==> config.mk <==
export PLATFORM = sky130hd
export DESIGN_NAME = sfc_frame_check
export DESIGN_NICKNAME = d
export VERILOG_FILES = /design/src/hdl/sfc_pkg.sv /design/src/hdl/sfc_crc16.sv /design/src/hdl/sfc_lrc.sv /design/src/hdl/sfc_frame_check.sv
export SDC_FILE = /design/constraint.sdc
export NUM_CORES = 1
export LEC_CHECK = 0
export ABC_AREA = 1
export BUFFER_PORTS_ARGS = -buffer_cell sky130_fd_sc_hd__buf_2
export CORE_MARGIN = 4
export CORE_UTILIZATION = 36
export DETAILED_ROUTE_END_ITERATION = 16
export GPL_TIMING_DRIVEN = 0
export SETUP_SLACK_MARGIN = 0.2
export SYNTH_ARGS = -nofsm -noshare
export SYNTH_HDL_FRONTEND = slang
export SYNTH_HIERARCHICAL = 1
export SYNTH_SLANG_ARGS = --single-unit
==> constraint.sdc <==
create_clock -name ref_clk -period 3.4 [get_ports ref_clk]
set_input_delay 0.34 -clock ref_clk [delete_from_list [all_inputs] [get_ports ref_clk]]
set_output_delay 0.34 -clock ref_clk [all_outputs]
set_load 0.01 [all_outputs]
==> src/hdl/sfc_pkg.sv <==
// Purpose: Constants for the serial frame check block (LRC and CRC-16)
// Assumes: One 25 MHz clock, asynchronous active-high reset
// Notes:   How it works
// How it works
// - ASCII framing check is one byte holding an 8-bit value.
// - Sender sums its outgoing message and appends the check.
// - Receiver recomputes the sum and flags any mismatch with received byte.
// - Sum bytes mod 256, then two's complement the result.
// - Leading colon and trailing CR/LF are left out of the sum.
// - Check goes out as two hex characters, upper nibble first.
// - Binary framing check is two bytes forming one 16-bit value.
// - Sender generates the CRC and places it after the last byte.
// - Receiver recomputes the CRC and flags an error on mismatch.
// - CRC register is preset to all ones before the first byte.
// - Each byte is xored into the low eight bits of the register.
// - Each step shifts right, zero into top bit, keeping bit shifted out.
// - If the shifted-out bit is one, xor with polynomial A001.
// - Exactly eight shift steps per byte, then the next byte.
// - Final register value is the result, with no inversion.
// - CRC is sent low byte first, then high byte.
// - Identification reply: addr, func, count, id, run, code, 20-byte name, CRC.
`default_nettype none
package sfc_pkg;
	localparam logic [15:0] SFC_CRC_PRESET  = 16'hFFFF;
	localparam logic [15:0] SFC_CRC_POLY    = 16'hA001;
	localparam logic [3:0]  SFC_CRC_STEPS   = 4'h8;
	localparam logic [7:0]  SFC_LRC_ZERO    = 8'h00;
	localparam logic [7:0]  SFC_CHR_COLON   = 8'h3A;
	localparam logic [7:0]  SFC_CHR_CR      = 8'h0D;
	localparam logic [7:0]  SFC_CHR_LF      = 8'h0A;
	localparam logic [7:0]  SFC_CHR_ZERO    = 8'h30;
	localparam logic [7:0]  SFC_CHR_ALPHA   = 8'h37;
	localparam logic [3:0]  SFC_NIB_NINE    = 4'h9;
	localparam logic [7:0]  SFC_FC_REPORT   = 8'h11;
	localparam logic [7:0]  SFC_ID_COUNT    = 8'h1A;
	localparam logic [5:0]  SFC_NAME_LEN    = 6'h14;
	localparam logic [5:0]  SFC_HDR_LEN     = 6'h09;
	localparam logic [5:0]  SFC_BODY_LEN    = 6'h1D;
	localparam logic [15:0] SFC_SLAVE_ID    = 16'h0001; // Arbitrary value
	localparam logic [15:0] SFC_RUN_IND     = 16'h00FF;
	localparam logic [15:0] SFC_PRODUCT     = 16'h1234; // Arbitrary value
	localparam logic [7:0]  SFC_NAME_FILL   = 8'h20;
	typedef enum logic [2:0] {
		SFC_TX_IDLE, SFC_TX_BODY, SFC_TX_CK0, SFC_TX_CK1, SFC_TX_END0,
		SFC_TX_END1
	} sfc_tx_e;
endpackage : sfc_pkg
`default_nettype wire

==> src/hdl/sfc_crc16.sv <==
// Purpose: Bit-serial reflected CRC-16 engine, one shift per clock
// Assumes: Caller waits for busy low before offering the next byte
// Notes:   Nine clocks per byte (fold, then eight shifts); value reads directly with no inversion
`default_nettype none
module sfc_crc16 (
	input  wire logic        ref_clk,
	input  wire logic        rst,
	input  wire logic        clear,
	input  wire logic        byte_valid,
	input  wire logic [7:0]  byte_data,
	output logic             busy,
	output logic [15:0]      crc
);
	logic [15:0] crc_reg;
	logic [15:0] shifted;
	logic [3:0]  step_reg;

	// One shift step with conditional polynomial xor
	always_comb begin
		shifted = {1'b0, crc_reg[15:1]};
		if (crc_reg[0])
			shifted = shifted ^ sfc_pkg::SFC_CRC_POLY;
	end

	// Register update: preset, fold byte, then step
	always_ff @(posedge ref_clk or posedge rst) begin
		if (rst) begin
			crc_reg  <= sfc_pkg::SFC_CRC_PRESET;
			step_reg <= 4'h0;
		end else if (clear) begin
			crc_reg  <= sfc_pkg::SFC_CRC_PRESET;
			step_reg <= 4'h0;
		end else if (step_reg != 4'h0) begin
			crc_reg  <= shifted;
			step_reg <= step_reg - 4'h1;
		end else if (byte_valid) begin
			crc_reg  <= {crc_reg[15:8], crc_reg[7:0] ^ byte_data};
			step_reg <= sfc_pkg::SFC_CRC_STEPS;
		end
	end

	assign busy = (step_reg != 4'h0);
	assign crc  = crc_reg;
endmodule : sfc_crc16
`default_nettype wire

==> src/hdl/sfc_lrc.sv <==
// Purpose: Longitudinal sum accumulator with two's complement result
// Assumes: Framing characters are filtered out by the caller
// Notes:   Carries drop naturally in the 8-bit add
`default_nettype none
module sfc_lrc (
	input  wire logic        ref_clk,
	input  wire logic        rst,
	input  wire logic        clear,
	input  wire logic        byte_valid,
	input  wire logic [7:0]  byte_data,
	output logic [7:0]       sum,
	output logic [7:0]       lrc
);
	logic [7:0] sum_reg;

	// Wrapping 8-bit add, ninth bit discarded
	always_ff @(posedge ref_clk or posedge rst) begin
		if (rst)
			sum_reg <= 8'h00;
		else if (clear)
			sum_reg <= sfc_pkg::SFC_LRC_ZERO;
		else if (byte_valid)
			sum_reg <= sum_reg + byte_data;
	end

	assign sum = sum_reg;
	assign lrc = (8'hFF - sum_reg) + 8'h01;
endmodule : sfc_lrc
`default_nettype wire

==> src/hdl/sfc_frame_check.sv <==
// Purpose: Frame check for serial register access: LRC and CRC-16 paths
// Assumes: Receive bytes are already decoded from the line; ASCII receive
//          bytes are the binary values of hex pairs
// Notes:   Receiver and sender share one CRC engine, so they never overlap
`default_nettype none
module sfc_frame_check (
	input  wire logic        ref_clk,
	input  wire logic        rst,
	input  wire logic        ascii_mode,
	input  wire logic        rx_start,
	input  wire logic        rx_valid,
	input  wire logic [7:0]  rx_data,
	input  wire logic        rx_end,
	output logic             rx_ready,
	output logic             rx_good,
	output logic             rx_bad,
	output logic [7:0]       rx_func,
	output logic             err_flag,
	input  wire logic        err_clear,
	input  wire logic        tx_start,
	input  wire logic [7:0]  tx_node,
	input  wire logic [7:0]  name_data,
	output logic [4:0]       name_index,
	output logic             tx_valid,
	output logic [7:0]       tx_data,
	input  wire logic        tx_ready,
	output logic             tx_busy
);
	logic        crc_clear;
	logic        crc_feed;
	logic [7:0]  crc_byte;
	logic        crc_busy;
	logic [15:0] crc_val;
	logic        lrc_clear;
	logic        lrc_feed;
	logic [7:0]  lrc_byte;
	logic [7:0]  lrc_sum;
	logic [7:0]  lrc_val;
	logic [7:0]  hist0_reg;
	logic [7:0]  hist1_reg;
	logic [15:0] crc_d1_reg;
	logic [15:0] crc_d2_reg;
	logic [7:0]  sum_d1_reg;
	logic [5:0]  rx_cnt_reg;
	logic        check_reg;
	logic        rx_good_reg;
	logic        rx_bad_reg;
	logic [7:0]  rx_func_reg;
	logic        err_reg;
	logic        is_frame_chr;
	logic        rx_take;
	sfc_pkg::sfc_tx_e tx_state_reg;
	logic [5:0]  tx_idx_reg;
	logic        tx_nib_reg;
	logic        tx_valid_reg;
	logic [7:0]  tx_data_reg;
	logic [7:0]  body_byte;
	logic [7:0]  ck_lrc_reg;
	logic        tx_feed;
	logic        tx_ascii_reg;

	// Shared checkers; receive and send never overlap in time
	sfc_crc16 u_crc (
		.ref_clk    (ref_clk),
		.rst        (rst),
		.clear      (crc_clear),
		.byte_valid (crc_feed),
		.byte_data  (crc_byte),
		.busy       (crc_busy),
		.crc        (crc_val)
	);

	sfc_lrc u_lrc (
		.ref_clk    (ref_clk),
		.rst        (rst),
		.clear      (lrc_clear),
		.byte_valid (lrc_feed),
		.byte_data  (lrc_byte),
		.sum        (lrc_sum),
		.lrc        (lrc_val)
	);

	// Colon and CR/LF never enter the sum
	assign is_frame_chr = (rx_data == sfc_pkg::SFC_CHR_COLON) ||
		(rx_data == sfc_pkg::SFC_CHR_CR) ||
		(rx_data == sfc_pkg::SFC_CHR_LF);
	assign rx_ready = !crc_busy && (tx_state_reg == sfc_pkg::SFC_TX_IDLE);
	assign rx_take  = rx_valid && rx_ready;

	// Engine steering: receive feeds when idle, sender feeds body bytes
	assign crc_clear = rx_start || (tx_start &&
		tx_state_reg == sfc_pkg::SFC_TX_IDLE);
	assign lrc_clear = crc_clear;
	assign tx_feed   = (tx_state_reg == sfc_pkg::SFC_TX_BODY) &&
		tx_valid_reg && tx_ready && (!tx_ascii_reg || tx_nib_reg);
	assign crc_feed  = (rx_take && !ascii_mode) || (tx_feed && !tx_ascii_reg);
	assign crc_byte  = tx_feed ? tx_data_reg : rx_data;
	assign lrc_feed  = (rx_take && ascii_mode && !is_frame_chr) ||
		(tx_feed && tx_ascii_reg);
	assign lrc_byte  = tx_feed ? body_byte : rx_data;

	// Last two bytes, the CRC state before each of them, and the sum before the last one
	always_ff @(posedge ref_clk or posedge rst) begin
		if (rst) begin
			hist0_reg  <= 8'h00;
			hist1_reg  <= 8'h00;
			crc_d1_reg <= 16'hFFFF;
			crc_d2_reg <= 16'hFFFF;
			sum_d1_reg <= 8'h00;
			rx_cnt_reg <= 6'h00;
			rx_func_reg <= 8'h00;
		end else if (rx_start) begin
			rx_cnt_reg <= 6'h00;
			crc_d1_reg <= sfc_pkg::SFC_CRC_PRESET;
			crc_d2_reg <= sfc_pkg::SFC_CRC_PRESET;
			sum_d1_reg <= sfc_pkg::SFC_LRC_ZERO;
		end else if (rx_take && !(ascii_mode && is_frame_chr)) begin
			hist0_reg  <= rx_data;
			hist1_reg  <= hist0_reg;
			crc_d2_reg <= crc_d1_reg;
			crc_d1_reg <= crc_val;
			sum_d1_reg <= lrc_sum;
			if (rx_cnt_reg != 6'h3F)
				rx_cnt_reg <= rx_cnt_reg + 6'h01;
			if (rx_cnt_reg == 6'h01)
				rx_func_reg <= rx_data;
		end
	end

	// Compare once the engine has finished the last byte
	always_ff @(posedge ref_clk or posedge rst) begin
		if (rst) begin
			check_reg   <= 1'b0;
			rx_good_reg <= 1'b0;
			rx_bad_reg  <= 1'b0;
		end else begin
			rx_good_reg <= 1'b0;
			rx_bad_reg  <= 1'b0;
			if (rx_end)
				check_reg <= 1'b1;
			else if (check_reg && !crc_busy) begin
				check_reg <= 1'b0;
				if (ascii_mode) begin
					// Check byte excluded: sum before it
					if (rx_cnt_reg < 6'h02 ||
						hist0_reg != (8'hFF - sum_d1_reg) + 8'h01)
						rx_bad_reg <= 1'b1;
					else
						rx_good_reg <= 1'b1;
				end else begin
					// Received low byte first, high byte second
					if (rx_cnt_reg < 6'h03 ||
						{hist0_reg, hist1_reg} != crc_d2_reg)
						rx_bad_reg <= 1'b1;
					else
						rx_good_reg <= 1'b1;
				end
			end
		end
	end

	// Sticky error: a new mismatch wins over a clear
	always_ff @(posedge ref_clk or posedge rst) begin
		if (rst)
			err_reg <= 1'b0;
		else if (rx_bad_reg)
			err_reg <= 1'b1;
		else if (err_clear)
			err_reg <= 1'b0;
	end

	// Bad frames raise no good strobe, so no reply is started
	assign rx_good  = rx_good_reg;
	assign rx_bad   = rx_bad_reg;
	assign rx_func  = rx_func_reg;
	assign err_flag = err_reg;

	// Identification reply body, one byte per index
	always_comb begin
		name_index = 5'h00;
		unique case (tx_idx_reg)
			6'h00: body_byte = tx_node;
			6'h01: body_byte = sfc_pkg::SFC_FC_REPORT;
			6'h02: body_byte = sfc_pkg::SFC_ID_COUNT;
			6'h03: body_byte = sfc_pkg::SFC_SLAVE_ID[15:8];
			6'h04: body_byte = sfc_pkg::SFC_SLAVE_ID[7:0];
			6'h05: body_byte = sfc_pkg::SFC_RUN_IND[15:8];
			6'h06: body_byte = sfc_pkg::SFC_RUN_IND[7:0];
			6'h07: body_byte = sfc_pkg::SFC_PRODUCT[15:8];
			6'h08: body_byte = sfc_pkg::SFC_PRODUCT[7:0];
			default: begin
				name_index = 5'(tx_idx_reg - sfc_pkg::SFC_HDR_LEN);
				body_byte  = (tx_idx_reg < sfc_pkg::SFC_BODY_LEN) ?
					name_data : sfc_pkg::SFC_NAME_FILL;
			end
		endcase
	end

	// Nibble to ASCII hex character
	function automatic logic [7:0] sfc_hex(input logic [3:0] n);
		sfc_hex = (n > sfc_pkg::SFC_NIB_NINE) ?
			8'({4'h0, n}) + sfc_pkg::SFC_CHR_ALPHA :
			8'({4'h0, n}) + sfc_pkg::SFC_CHR_ZERO;
	endfunction : sfc_hex

	// Reply sender: body, check appended, then CR/LF in ASCII mode
	always_ff @(posedge ref_clk or posedge rst) begin
		if (rst) begin
			tx_state_reg <= sfc_pkg::SFC_TX_IDLE;
			tx_idx_reg   <= 6'h00;
			tx_nib_reg   <= 1'b0;
			tx_valid_reg <= 1'b0;
			tx_data_reg  <= 8'h00;
			tx_ascii_reg <= 1'b0;
			ck_lrc_reg   <= 8'h00;
		end else begin
			unique case (tx_state_reg)
				sfc_pkg::SFC_TX_IDLE: begin
					if (tx_start) begin
						tx_ascii_reg <= ascii_mode;
						tx_idx_reg   <= 6'h00;
						tx_nib_reg   <= 1'b0;
						tx_valid_reg <= 1'b0;
						tx_state_reg <= ascii_mode ? sfc_pkg::SFC_TX_END0 :
							sfc_pkg::SFC_TX_BODY;
						tx_data_reg  <= sfc_pkg::SFC_CHR_COLON;
						if (ascii_mode)
							tx_valid_reg <= 1'b1;
					end
				end
				sfc_pkg::SFC_TX_BODY: begin
					if (!tx_valid_reg && !crc_busy) begin
						tx_valid_reg <= 1'b1;
						tx_data_reg  <= !tx_ascii_reg ? body_byte :
							(tx_nib_reg ? sfc_hex(body_byte[3:0]) :
							sfc_hex(body_byte[7:4]));
					end else if (tx_valid_reg && tx_ready) begin
						tx_valid_reg <= 1'b0;
						if (tx_ascii_reg && !tx_nib_reg)
							tx_nib_reg <= 1'b1;
						else begin
							tx_nib_reg <= 1'b0;
							tx_idx_reg <= tx_idx_reg + 6'h01;
							if (tx_idx_reg ==
								sfc_pkg::SFC_BODY_LEN - 6'h01)
								tx_state_reg <= sfc_pkg::SFC_TX_CK0;
						end
					end
				end
				sfc_pkg::SFC_TX_CK0: begin
					// Wait for the engine to finish the last byte
					if (!tx_valid_reg && !crc_busy) begin
						tx_valid_reg <= 1'b1;
						ck_lrc_reg   <= lrc_val;
						tx_data_reg  <= tx_ascii_reg ?
							sfc_hex(lrc_val[7:4]) :
							crc_val[7:0];
					end else if (tx_valid_reg && tx_ready) begin
						tx_valid_reg <= 1'b1;
						tx_data_reg  <= tx_ascii_reg ?
							sfc_hex(ck_lrc_reg[3:0]) :
							crc_val[15:8];
						tx_state_reg <= sfc_pkg::SFC_TX_CK1;
					end
				end
				sfc_pkg::SFC_TX_CK1: begin
					if (tx_ready) begin
						tx_valid_reg <= tx_ascii_reg;
						tx_data_reg  <= sfc_pkg::SFC_CHR_CR;
						tx_state_reg <= tx_ascii_reg ?
							sfc_pkg::SFC_TX_END1 : sfc_pkg::SFC_TX_IDLE;
					end
				end
				sfc_pkg::SFC_TX_END0: begin
					// Opening colon, outside the sum
					if (tx_ready) begin
						tx_valid_reg <= 1'b0;
						tx_state_reg <= sfc_pkg::SFC_TX_BODY;
					end
				end
				sfc_pkg::SFC_TX_END1: begin
					if (tx_ready) begin
						if (tx_data_reg == sfc_pkg::SFC_CHR_CR)
							tx_data_reg <= sfc_pkg::SFC_CHR_LF;
						else begin
							tx_valid_reg <= 1'b0;
							tx_state_reg <= sfc_pkg::SFC_TX_IDLE;
						end
					end
				end
			endcase
		end
	end

	assign tx_valid = tx_valid_reg;
	assign tx_data  = tx_data_reg;
	assign tx_busy  = (tx_state_reg != sfc_pkg::SFC_TX_IDLE);
endmodule : sfc_frame_check
`default_nettype wire

==> impl_results.md, run 1 <==
* Die ar. at roughly 24000 µm²
* Biggest area consumer among synthesized cells: dfrtp_1
* Placed Cells at 1372
* Area contributors post-synth: dfrtp_1 25%, dfstp_2 16%, nand2_1 12%
* Fraction of layout cells with a size suffix above 1 at a little over 20%
* Run status: finished clean
* Fillcell total at about 2200
* Crit path DAT at 3.36 ns
* Antenna-violating nets left at 0
* Final-report setup violation count at 0
* Die W at between 150 and 200 µm
* Skew final at 0.00996 ns
* Clock Sinks at 126
* Post-synthesis cell type count at 57
* Power Density at 941 nW/µm²
* Crit path required time at 3.72 ns
* Unrepaired setup endpoints after global routing: yes
* Max-slew violations at 0
* Max VDD drop at between 0.4 and 0.5 mV
* Number of antenna violations at the first check in global routing at 0
* Num rows at 53
* DR DRC count at 0
* Non-filler instance count after layout at ~1400
* NumNets Final at 1173
* Critical Path End Type: flip-flop
* Gr ovfl total at 0
* CTS tree: yes
* Vias in the first global route at 6855
* Most numerous cell in the Yosys netlist: nand2_1
* Worst-Margin Slew at roughly 0.77 ns
* Post-synth EDFFs at 0
* Diode count at 0
* Yosys reg bits at 126
* Tmin final at 3.04 ns
* R2R depth at 19
* Max clock buf depth at 2
* Post-Place Worst Slack at 0.0592 ns
* Via Count at 7116
* Min-delay src: err_clear
* Total global-route track usage at 18.8%
* TritonRoute pass-1 iters at 5
* Yosys warning total at 6
* Clock latency at the later pin of the worst-skew pair at 0.43 ns
* Leakage at 4.68 nW
* PortBufs at 59
* Placer Congestion at 0.938
* CP Launch Type: flip-flop
* First-pass GRT wire length at 35800 µm
* Mapped Area at approximately 8000 µm²
* Max Freq at 329 MHz
* Hold Crit Class: primary input to flip-flop
* H-tree levels at 4
* Reg clk slew, reported paths at 0.06 ns
* Worst Hold End: err_flag
* Crit path max fanout at 10
* Reg2Reg Setup Slack at about 0.36 ns
* Mapped Cells at 1037
* Count of final hold-check violations at 0
* IO Count at 60
* Largest net degree at the start of global routing at 63
* Final setup margin at 0.360 ns
* Rel. slew slack at 48.5%
* Worst Hold Path Cells at 2
* Chip height at 155 µm
* DP HPWL at between 15000 and 20000 µm
* Area Growth Syn to Fin at 17.6%
* Clock root cell: clkbuf_16
* Total routed wirelength at 22200 µm
* WL/cell at 15.8 µm
* Async SR Flop Fraction at 100%
* Via/cell ratio at 5.06
* Post-Syn Nets at approximately 1100
* Fin Hold WS at between 0.08 and 0.09 ns
* Share of the synthesized area in the top cell type at 25.0%
* Maxcap violations at 0
* Core Area at 21200 µm²
* Register area share after synthesis at roughly two fifths
* Mean Syn Cell Area at 7.54 µm²
* R2R Path End: u_lrc/sum[6]
* Kind of critical path: flip-flop to flip-flop
* Reg-to-reg startpoint: tx_idx_reg[0]
* CTS Buf Count at 17
* Most frequent cells after synthesis: 251 x nand2_1, 144 x inv_1, 78 x dfrtp_1, 78 x o21ai_0, 77 x nor2_1
* Initial core utilization at 36.9%
* DRT iter0 DRCs at around 550
* Fin crit share at 89.4%
* Top_reg_cell synth: dfrtp_1
-- metrics by stage --
stage	TNS, ns	power (mW)	utilization (%)	instance area, µm²
after CTS	0	8.61	43.2	9160
after global placement	-57.46	6.47	39.9	8460
after global routing	0	9.37	43.4	9200
after floorplan	0	5.36	-	7820
after detailed placement	0	6.51	40.0	8490
final	0	8.66	43.4	9200
-- cell type report --
class,instances,area [µm²],share of cell area (%)
repair buffers,62,340,3.70
well taps,275,344,3.74
clock buffers,18,429,4.66
inverters,158,599,6.51
clock inverters,14,229,2.49
multi-input cells,729,3910,42.4
plain buffers,24,140,1.52
flip-flops and latches,126,3210,34.9
-- cells in the final DEF, fill, tap and decap left out, drive strengths merged, types with 2 or more instances in the layout --
master,n
a211oi,3
o21ai,88
clkinv,2
xnor2,8
o2111ai,2
a221oi,3
clkinvlp,3
nand3,70
o221ai,3
o22ai,11
o31ai,4
nand3b,5
a21oi,63
buf,76
a21boi,4
nand2,265
nand4,12
a31oi,5
or2,3
bufinv,5
nor3,16
nor3b,2
a22oi,18
xor2,17
inv,162
dfrtp,78
clkbuf,27
dfstp,48
nor2,91
ha,21
nor4,4
-- metal layers --
layer	track usage (%)	vias to the layer above	share of wire [%]
met5	0	-	0
met4	6.59	0	2.4
met3	3.84	38	4.9
met2	29.1	183	45
met1	26.1	3333	48
li1	-	3562	-
-- power breakdown --
group | internal [mW] | switching (mW)
sequential | 1.96 | 0.435
combinational | 1.44 | 2.77
clock | 1.32 | 0.740
total | 4.71 | 3.94
-- worst max path at each step --
stage               startpoint             to  slack (ns)  cells past startpoint
5_1_grt        tx_state_reg[0]   u_lrc/sum[6]        0.15                     16
6_report         tx_idx_reg[0]   u_lrc/sum[6]        0.36                     19
3_5_place_dp      tx_ascii_reg   u_lrc/sum[6]        0.06                     14
3_3_place_gp               rst  tx_idx_reg[0]       -0.88                      2
4_1_cts          tx_idx_reg[1]   u_lrc/sum[6]        0.23                     19
2_1_floorplan              rst      check_reg        0.55                      1
-- logic make-up after synthesis --
kind of cell | after synthesis | synth area share (%)
AOI/OAI and AO/OA | 210 | 15.6
xor gates and xnor gates | 25 | 2.80
adders and majority gates | 22 | 3.61
buffers and inverters | 182 | 9.36
DFF | 126 | 41.1
muxes | 2 | 0.272
and+or+nand+nor | 470 | 27.2
-- worst max-delay path, stage by stage (launching register included) --
cell,delay [ns]
dfrtp_1,0.42
inv_2,0.09
ha_1,0.25
inv_1,0.09
nor2_2,0.05
nand3_1,0.12
nand2_2,0.08
nor2_4,0.15
buf_6,0.17
nand3_2,0.10
nand2_2,0.12
o21ai_0,0.13
ha_2,0.24
fa_1,0.40
nand3_1,0.12
nand2_1,0.08
nand2_1,0.09
nand3_1,0.07
nand3_1,0.10
nand2_1,0.05
-- timing repair --
action                                  CTS  global route
buffers inserted                          0             1
hold buffers                              1             0
endpoints found under the setup margin    2             8
endpoints found under the hold margin    18             0
cloned                                    0             0
gates resized for setup                   2            12
Note: power is estimated with default switching activity, not from simulation.
==> run 2: changes to the inputs <==
==> constraint.sdc (replaced) <==
create_clock -name ref_clk -period 2.85 [get_ports ref_clk]
set_input_delay 0.285 -clock ref_clk [delete_from_list [all_inputs] [get_ports ref_clk]]
set_output_delay 0.285 -clock ref_clk [all_outputs]
set_load 0.01 [all_outputs]
==> run 2 against run 1 <==
- setup slack got worse by 0.091 ns
- combinational power increased by 48%
- cell area increased by 6.6%
- routed wire length increased by 4.7%
- via count increased by 4.1%
- critical path depth decreased by 3
- sequential share of layout area decreased by 2.1 points
==> impl_results.md, run 2 (synthesis gave the netlist of run 1 again) <==
* Number of antenna violations at the first check in global routing at 0 (unchanged)
* Diode count at 0 (unchanged)
* Via Count at 7409 (+4.1%)
* Largest net degree at the start of global routing at 39 (-38%)
* Clock Sinks at 126 (unchanged)
* Fin Hold WS at 0.0383 ns (-0.0515 ns)
* CTS tree: yes
* Top Metal Used: met4
* Crit-path leading delay family: simple AND/OR/NAND/NOR gates
* Footprint of the multi-input gates at 4240 µm² (+8.6%)
* Run status: finished clean
* Total global-route track usage at 19.4% (+0.65 points)
* Critical Path End Type: flip-flop
* CTS Buf Count at 17 (unchanged)
* PortBufs at 59 (unchanged)
* Worst-Margin Slew at 0.837 ns (+0.0654 ns)
* Rel. slew slack at 44.1% (-4.4 points)
* Vias in the first global route at 7271 (+6.1%)
* Final-report setup violation count at 0 (unchanged)
* NumNets Final at 1218 (+3.8%)
* Max-slew violations at 0 (unchanged)
* Area Growth Syn to Fin at 25.4%
* Most frequent cells in the layout: 233 x nand2_1, 136 x inv_1, 74 x dfrtp_1
* IO Count at 60 (unchanged)
* Register area at 3220 µm² (+0.16%)
* Crit path required time at 3.16 ns (-0.56 ns)
* Num rows at 53 (unchanged)
* TritonRoute pass-1 iters at 5 (unchanged)
* Core Area at 21200 µm² (unchanged)
* Most used cell along the critical path: nand3_1
* Critical-path top delay cell: dfrtp_1
* Die W at 155 µm (unchanged)
* DP HPWL at 17100 µm (+1.6%)
* Antenna-violating nets left at 0 (unchanged)
* Fin crit share at 90.6% (+1.2 points)
* Worst path cell trace: buf_4, ha_2, nand3_1, nand2_2, nor2_4, buf_6, nand3_1, nand2_2, inv_2, o21ai_2, ha_4, a21oi_1, nand2_1, or2_0, nand3_1, nand2_1
* Unrepaired setup endpoints after global routing: yes
* Clock latency at the later pin of the worst-skew pair at 0.42 ns (about the same)
* Layout Utilization at 46.2% (+2.9 points)
* Crit path max fanout at 5 (-5)
* Metal3 WL at 1210 µm (+12%)
* Most common cell after layout, fill and taps aside: nand2_1
* DRT iter0 DRCs at 431 (-21%)
* CP Launch Type: flip-flop
* Max VDD drop at 0.693 mV (+45%)
* Power Density at 1140 nW/µm² (+21%)
* H-tree levels at 4 (unchanged)
* WL/cell at 16.0 µm (+1.5%)
* Skew final at 0.00981 ns (-0.000150 ns)
* Kind of critical path: flip-flop to flip-flop
* Final setup margin at 0.269 ns (-0.0912 ns)
* Max Freq at 387 MHz (+18%)
* Gr ovfl total at 0 (unchanged)
* Die ar. at 24200 µm² (unchanged)
* Via/cell ratio at 5.11 (+0.89%)
* Count of final hold-check violations at 0 (unchanged)
* Peak per-stage delay on the critical path at 0.40 ns (-0.02 ns)
* Placer Congestion at 0.947 (+0.92%)
* Wire length on met1 at 10800 µm (+2.0%)
* Chip height at 155 µm (unchanged)
* Initial core utilization at 36.9% (unchanged)
* Clock root cell: clkbuf_16
* Reg clk slew, reported paths at 0.06 ns (about the same)
* Crit path DAT at 2.89 ns (-0.47 ns)
* DR DRC count at 0 (unchanged)
* Worst path bufs/invs at 3 (unchanged)
* Fraction of layout cells with a size suffix above 1 at 28.9% (+8.6 points)
* First-pass GRT wire length at 37600 µm (+4.9%)
* Maxcap violations at 0 (unchanged)
* Max clock buf depth at 2 (unchanged)
* Total routed wirelength at 23200 µm (+4.7%)
* Leakage at 4.89 nW (+4.5%)
* Post-Place Worst Slack at -0.460 ns (-0.519 ns)
* Tmin final at 2.58 ns (-0.459 ns)
* Hold Crit Class: primary input to flip-flop
* Fillcell total at 2120 (-2.5%)
* Met2 WL at 10800 µm (+8.0%)
==> run 2: layout make-up <==
type / instances / share of cell area (%)
well taps: 275 / 3.51
clock inverters: 15 / 1.30
plain buffers: 24 / 1.56
multi-input cells: 729 / 43.3
flip-flops and latches: 126 / 32.8
clock buffers: 17 / 4.34
inverters: 158 / 6.12
repair buffers: 107 / 7.09
==> run 2: worst reg2reg max path, delay by kind of cell, from the launching register on <==
family | cells | cell delay [ns]
buffers and inverters | 3 | 0.37
adders and majority gates | 2 | 0.43
and+or+nand+nor | 9 | 0.98
DFF | 1 | 0.40
AOI/OAI and AO/OA | 2 | 0.31
==> run 2: worst paths after layout <==
check / slack, ns / startpoint / endpoint / cells after the start
worst min register to register: 0.47 / rx_bad / err_flag / 1
worst max-delay path: 0.27 / tx_idx_reg[0] / u_lrc/sum[3] / 16
worst max register to register: 0.27 / tx_idx_reg[0] / u_lrc/sum[3] / 16
worst min-delay path: 0.04 / err_clear / err_flag / 2
min in group asynchronous: 0.42 / rst / u_lrc/sum[0] / 3
max in group asynchronous: 1.30 / rst / crc_d2_reg[12] / 5
==> run 2: report_power, final <==
part / internal (mW) / total, mW / switching (mW)
Clock: 1.14 / 2.06 / 0.915
Sequential: 2.34 / 2.86 / 0.522
Combinational: 2.47 / 6.24 / 3.77
Total: 5.94 / 11.2 / 5.21
==> run 2: timing repair <==
item	4_1_cts	5_1_grt
endpoints found under the hold margin	8	0
endpoints found under the setup margin	89	70
cloned	0	1
hold buffers	1	0
setup buffers	19	25
gates resized for setup	33	75
pin swaps	13	30
==> run 2: per-stage QoR <==
stage	area (µm²)	power (mW)	cells	setup TNS, ns
3_3_place_gp	8470	7.75	1371	-2.47
2_1_floorplan	7830	6.41	1037	0
6_report	9810	11.2	1451	0
5_1_grt	9810	12.0	1451	0
3_5_place_dp	8510	7.81	1373	-2.51
4_1_cts	9330	10.3	1425	0
==> run 2: layer usage <==
metal | track usage, % | vias to the layer above
met5 | 0 | -
met4 | 5.21 | 0
met3 | 3.70 | 40
met2 | 31.4 | 217
met1 | 26.7 | 3489
li1 | - | 3663
==> run 3: changes to the inputs <==
--- a/config.mk
+++ b/config.mk
@@ -11,6 +11,8 @@
 export CORE_UTILIZATION = 36
 export DETAILED_ROUTE_END_ITERATION = 16
 export GPL_TIMING_DRIVEN = 0
+export PLACE_DENSITY_LB_ADDON = 0.25
+export REMOVE_ABC_BUFFERS = 1
 export SETUP_SLACK_MARGIN = 0.2
 export SYNTH_ARGS = -nofsm -noshare
 export SYNTH_HDL_FRONTEND = slang
==> constraint.sdc (replaced) <==
create_clock -name ref_clk -period 3.22 [get_ports ref_clk]
set_input_delay 0.322 -clock ref_clk [delete_from_list [all_inputs] [get_ports ref_clk]]
set_output_delay 0.322 -clock ref_clk [all_outputs]
set_load 0.01 [all_outputs]
==> run 3 against run 2 <==
- sequential power fell by 9.8%
- sequential share of layout area rose by 1.7 points
- critical path depth rose by 3
- non-clock buffer count fell by 43
- cell area fell by 4.9%
- utilization fell by 2.3 points
- setup slack improved by 0.088 ns
- largest cell class unchanged
- highest routed layer unchanged
==> impl_results.md, run 3 (synthesis gave the netlist of run 1 again) <==
* Run status: finished clean
* NumNets Final at 1176 (-3.4%)
* Number of antenna violations at the first check in global routing at 0 (unchanged)
* Final-report setup violation count at 0 (unchanged)
* Rel. slew slack at 49.3% (+5.2 points)
* Crit path required time at 3.53 ns (+0.37 ns)
* Die ar. at 24200 µm² (unchanged)
* Tmin final at 2.86 ns (+0.282 ns)
* Critical Path End Type: flip-flop
* Via/cell ratio at 5.06 (-0.86%)
* CTS Buf Count at 17 (unchanged)
* Final setup margin at 0.357 ns (+0.0885 ns)
* Largest net degree at the start of global routing at 57 (+46%)
* Gr ovfl total at 0 (unchanged)
* Clock root cell: clkbuf_16
* Fin crit share at 88.9% (-1.7 points)
* Post-Place Worst Slack at -1.26 ns (-0.801 ns)
* Skew final at 0.00832 ns (-0.00149 ns)
* Clock Sinks at 126 (unchanged)
* PortBufs at 59 (unchanged)
* Crit path max fanout at 7 (+2)
* Layout Utilization at 44.0% (-2.3 points)
* Vias in the first global route at 6833 (-6.0%)
* Initial core utilization at 36.9% (unchanged)
* Clock latency at the later pin of the worst-skew pair at 0.42 ns (about the same)
* Num rows at 53 (unchanged)
* Hold Crit Class: primary input to flip-flop
* Count of final hold-check violations at 0 (unchanged)
* Die W at 155 µm (unchanged)
* WL/cell at 15.7 µm (-2.1%)
* Worst path cell trace: inv_2, ha_2, inv_1, nor2_4, nand3_2, nand2_2, nor2_4, nand2_4, buf_4, nand2_1, nand2_2, o21ai_1, fa_1, nand3_1, nand2_1, nand2_1, nand3_1, nand3_1, nand2_1
* Via Count at 7133 (-3.7%)
* Most frequent cells in the layout: 248 x nand2_1, 140 x inv_1, 76 x o21ai_0, 76 x dfrtp_1, 73 x nor2_1
* Fin Hold WS at 0.0797 ns (+0.0413 ns)
* Tot Pwr at 9.22 mW (-17%)
* Maxcap violations at 0 (unchanged)
* CTS tree: yes
* Fillcell total at 2155 (+1.7%)
* Most used cell along the critical path: nand2_1
* Total routed wirelength at 22100 µm (-4.9%)
* Area Growth Syn to Fin at 19.2%
* First-pass GRT wire length at 35600 µm (-5.3%)
* Worst-Margin Slew at 0.760 ns (-0.0776 ns)
* Max Freq at 349 MHz (-9.8%)
* Worst Hold Path Cells at 2 (unchanged)
* Most common cell after layout, fill and taps aside: nand2_1
* Reg clk slew, reported paths at 0.06 ns (about the same)
* Max-slew violations at 0 (unchanged)
* Critical-path top delay cell: fa_1
* Footprint of the multi-input gates at 3980 µm² (-6.1%)
* R2R depth at 19 (+3)
* Kind of critical path: flip-flop to flip-flop
* Peak per-stage delay on the critical path at 0.48 ns (+0.08 ns)
* Max clock buf depth at 2 (unchanged)
* Total global-route track usage at 18.5% (-0.97 points)
* Crit path DAT at 3.18 ns (+0.29 ns)
* Grt peak-use layer: met2
* DRT iter0 DRCs at 544 (+26%)
* Placer Congestion at 0.887 (-6.3%)
* GRT met2 Usage at 28.8% (-2.7 points)
* Antenna-violating nets left at 0 (unchanged)
* Leakage at 4.72 nW (-3.4%)
* Fraction of layout cells with a size suffix above 1 at 22.0% (-6.9 points)
* Max VDD drop at 0.496 mV (-28%)
* Register area at 3220 µm² (unchanged)
* Chip height at 155 µm (unchanged)
* Unrepaired setup endpoints after global routing: yes
* IO Count at 60 (unchanged)
* DR DRC count at 0 (unchanged)
* Diode count at 0 (unchanged)
* H-tree levels at 4 (unchanged)
* Power Density at 989 nW/µm² (-13%)
* Global-route met1 utilization at 25.6% (-1.1 points)
* CP Launch Type: flip-flop
* GR Util met3 at 4.06% (+0.36 points)
* DP HPWL at 16000 µm (-6.4%)
* TritonRoute pass-1 iters at 8 (+3)
* Core Area at 21200 µm² (unchanged)
* Final TNS setup at 0 ns (unchanged)
==> run 3: cell count changes in the layout (fill, tap and decap cells not counted), sizes merged <==
cell	delta
buf	-33
clkbuf	-9
bufinv	+3
clkinv	-3
clkinvlp	+2
inv	-2
==> run 3: worst paths after layout <==
kind	startpoint	slack [ns]	to
setup / recovery	tx_idx_reg[0]	0.36	u_lrc/sum[6]
hold / removal	err_clear	0.08	err_flag
setup reg to reg	tx_idx_reg[0]	0.36	u_lrc/sum[6]
hold reg to reg	check_reg	0.47	check_reg
max in group asynchronous	rst	1.86	crc_d1_reg[3]
min in group asynchronous	rst	0.45	u_lrc/sum[6]
==> run 3: through the flow <==
stage               instance area, µm²  cells
global route                      9330   1409
finish                            9330   1409
floorplan                         7680   1013
detailed placement                8380   1349
global placement                  8320   1347
CTS                               9090   1386
==> run 3: layer usage <==
| layer | share of wire [%] | vias up |
|---|---|---|
| li1 | - | 3572 |
| met1 | 47 | 3314 |
| met2 | 46 | 208 |
| met3 | 5.5 | 39 |
| met4 | 2.2 | 0 |
| met5 | 0 | - |
==> run 3: what timing repair did <==
item	4_1_cts	5_1_grt
pin swaps	1	10
setup endpoints to repair	73	52
cloned	1	0
setup buffers	3	23
resized for setup	18	15
endpoints found under the hold margin	8	0
hold buffers	1	0
==> run 3: critical path: cells and delay by family, from the launching register on <==
kind | cells | cell delay (ns)
buf+inv | 3 | 0.31
fa+ha+maj | 2 | 0.70
compound gates | 1 | 0.13
simple gates | 13 | 1.15
flops | 1 | 0.44
==> run 3: where the power goes <==
part,switching [mW],leakage [nW],internal [mW]
Combinational,2.95,2.92,1.68
Sequential,0.512,1.52,2.07
Clock,0.780,0.290,1.23
Total,4.24,4.72,4.98
==> run 3: final cells by class <==
cell class	instances	area share [%]
multi-input combinational	729	42.7
sequential	126	34.5
inverter	158	6.48
timing repair buffer	88	6.01
clock buffer	18	4.60
tap	275	3.69
clock inverter	14	1.95
timing repair inverter	1	0.0805
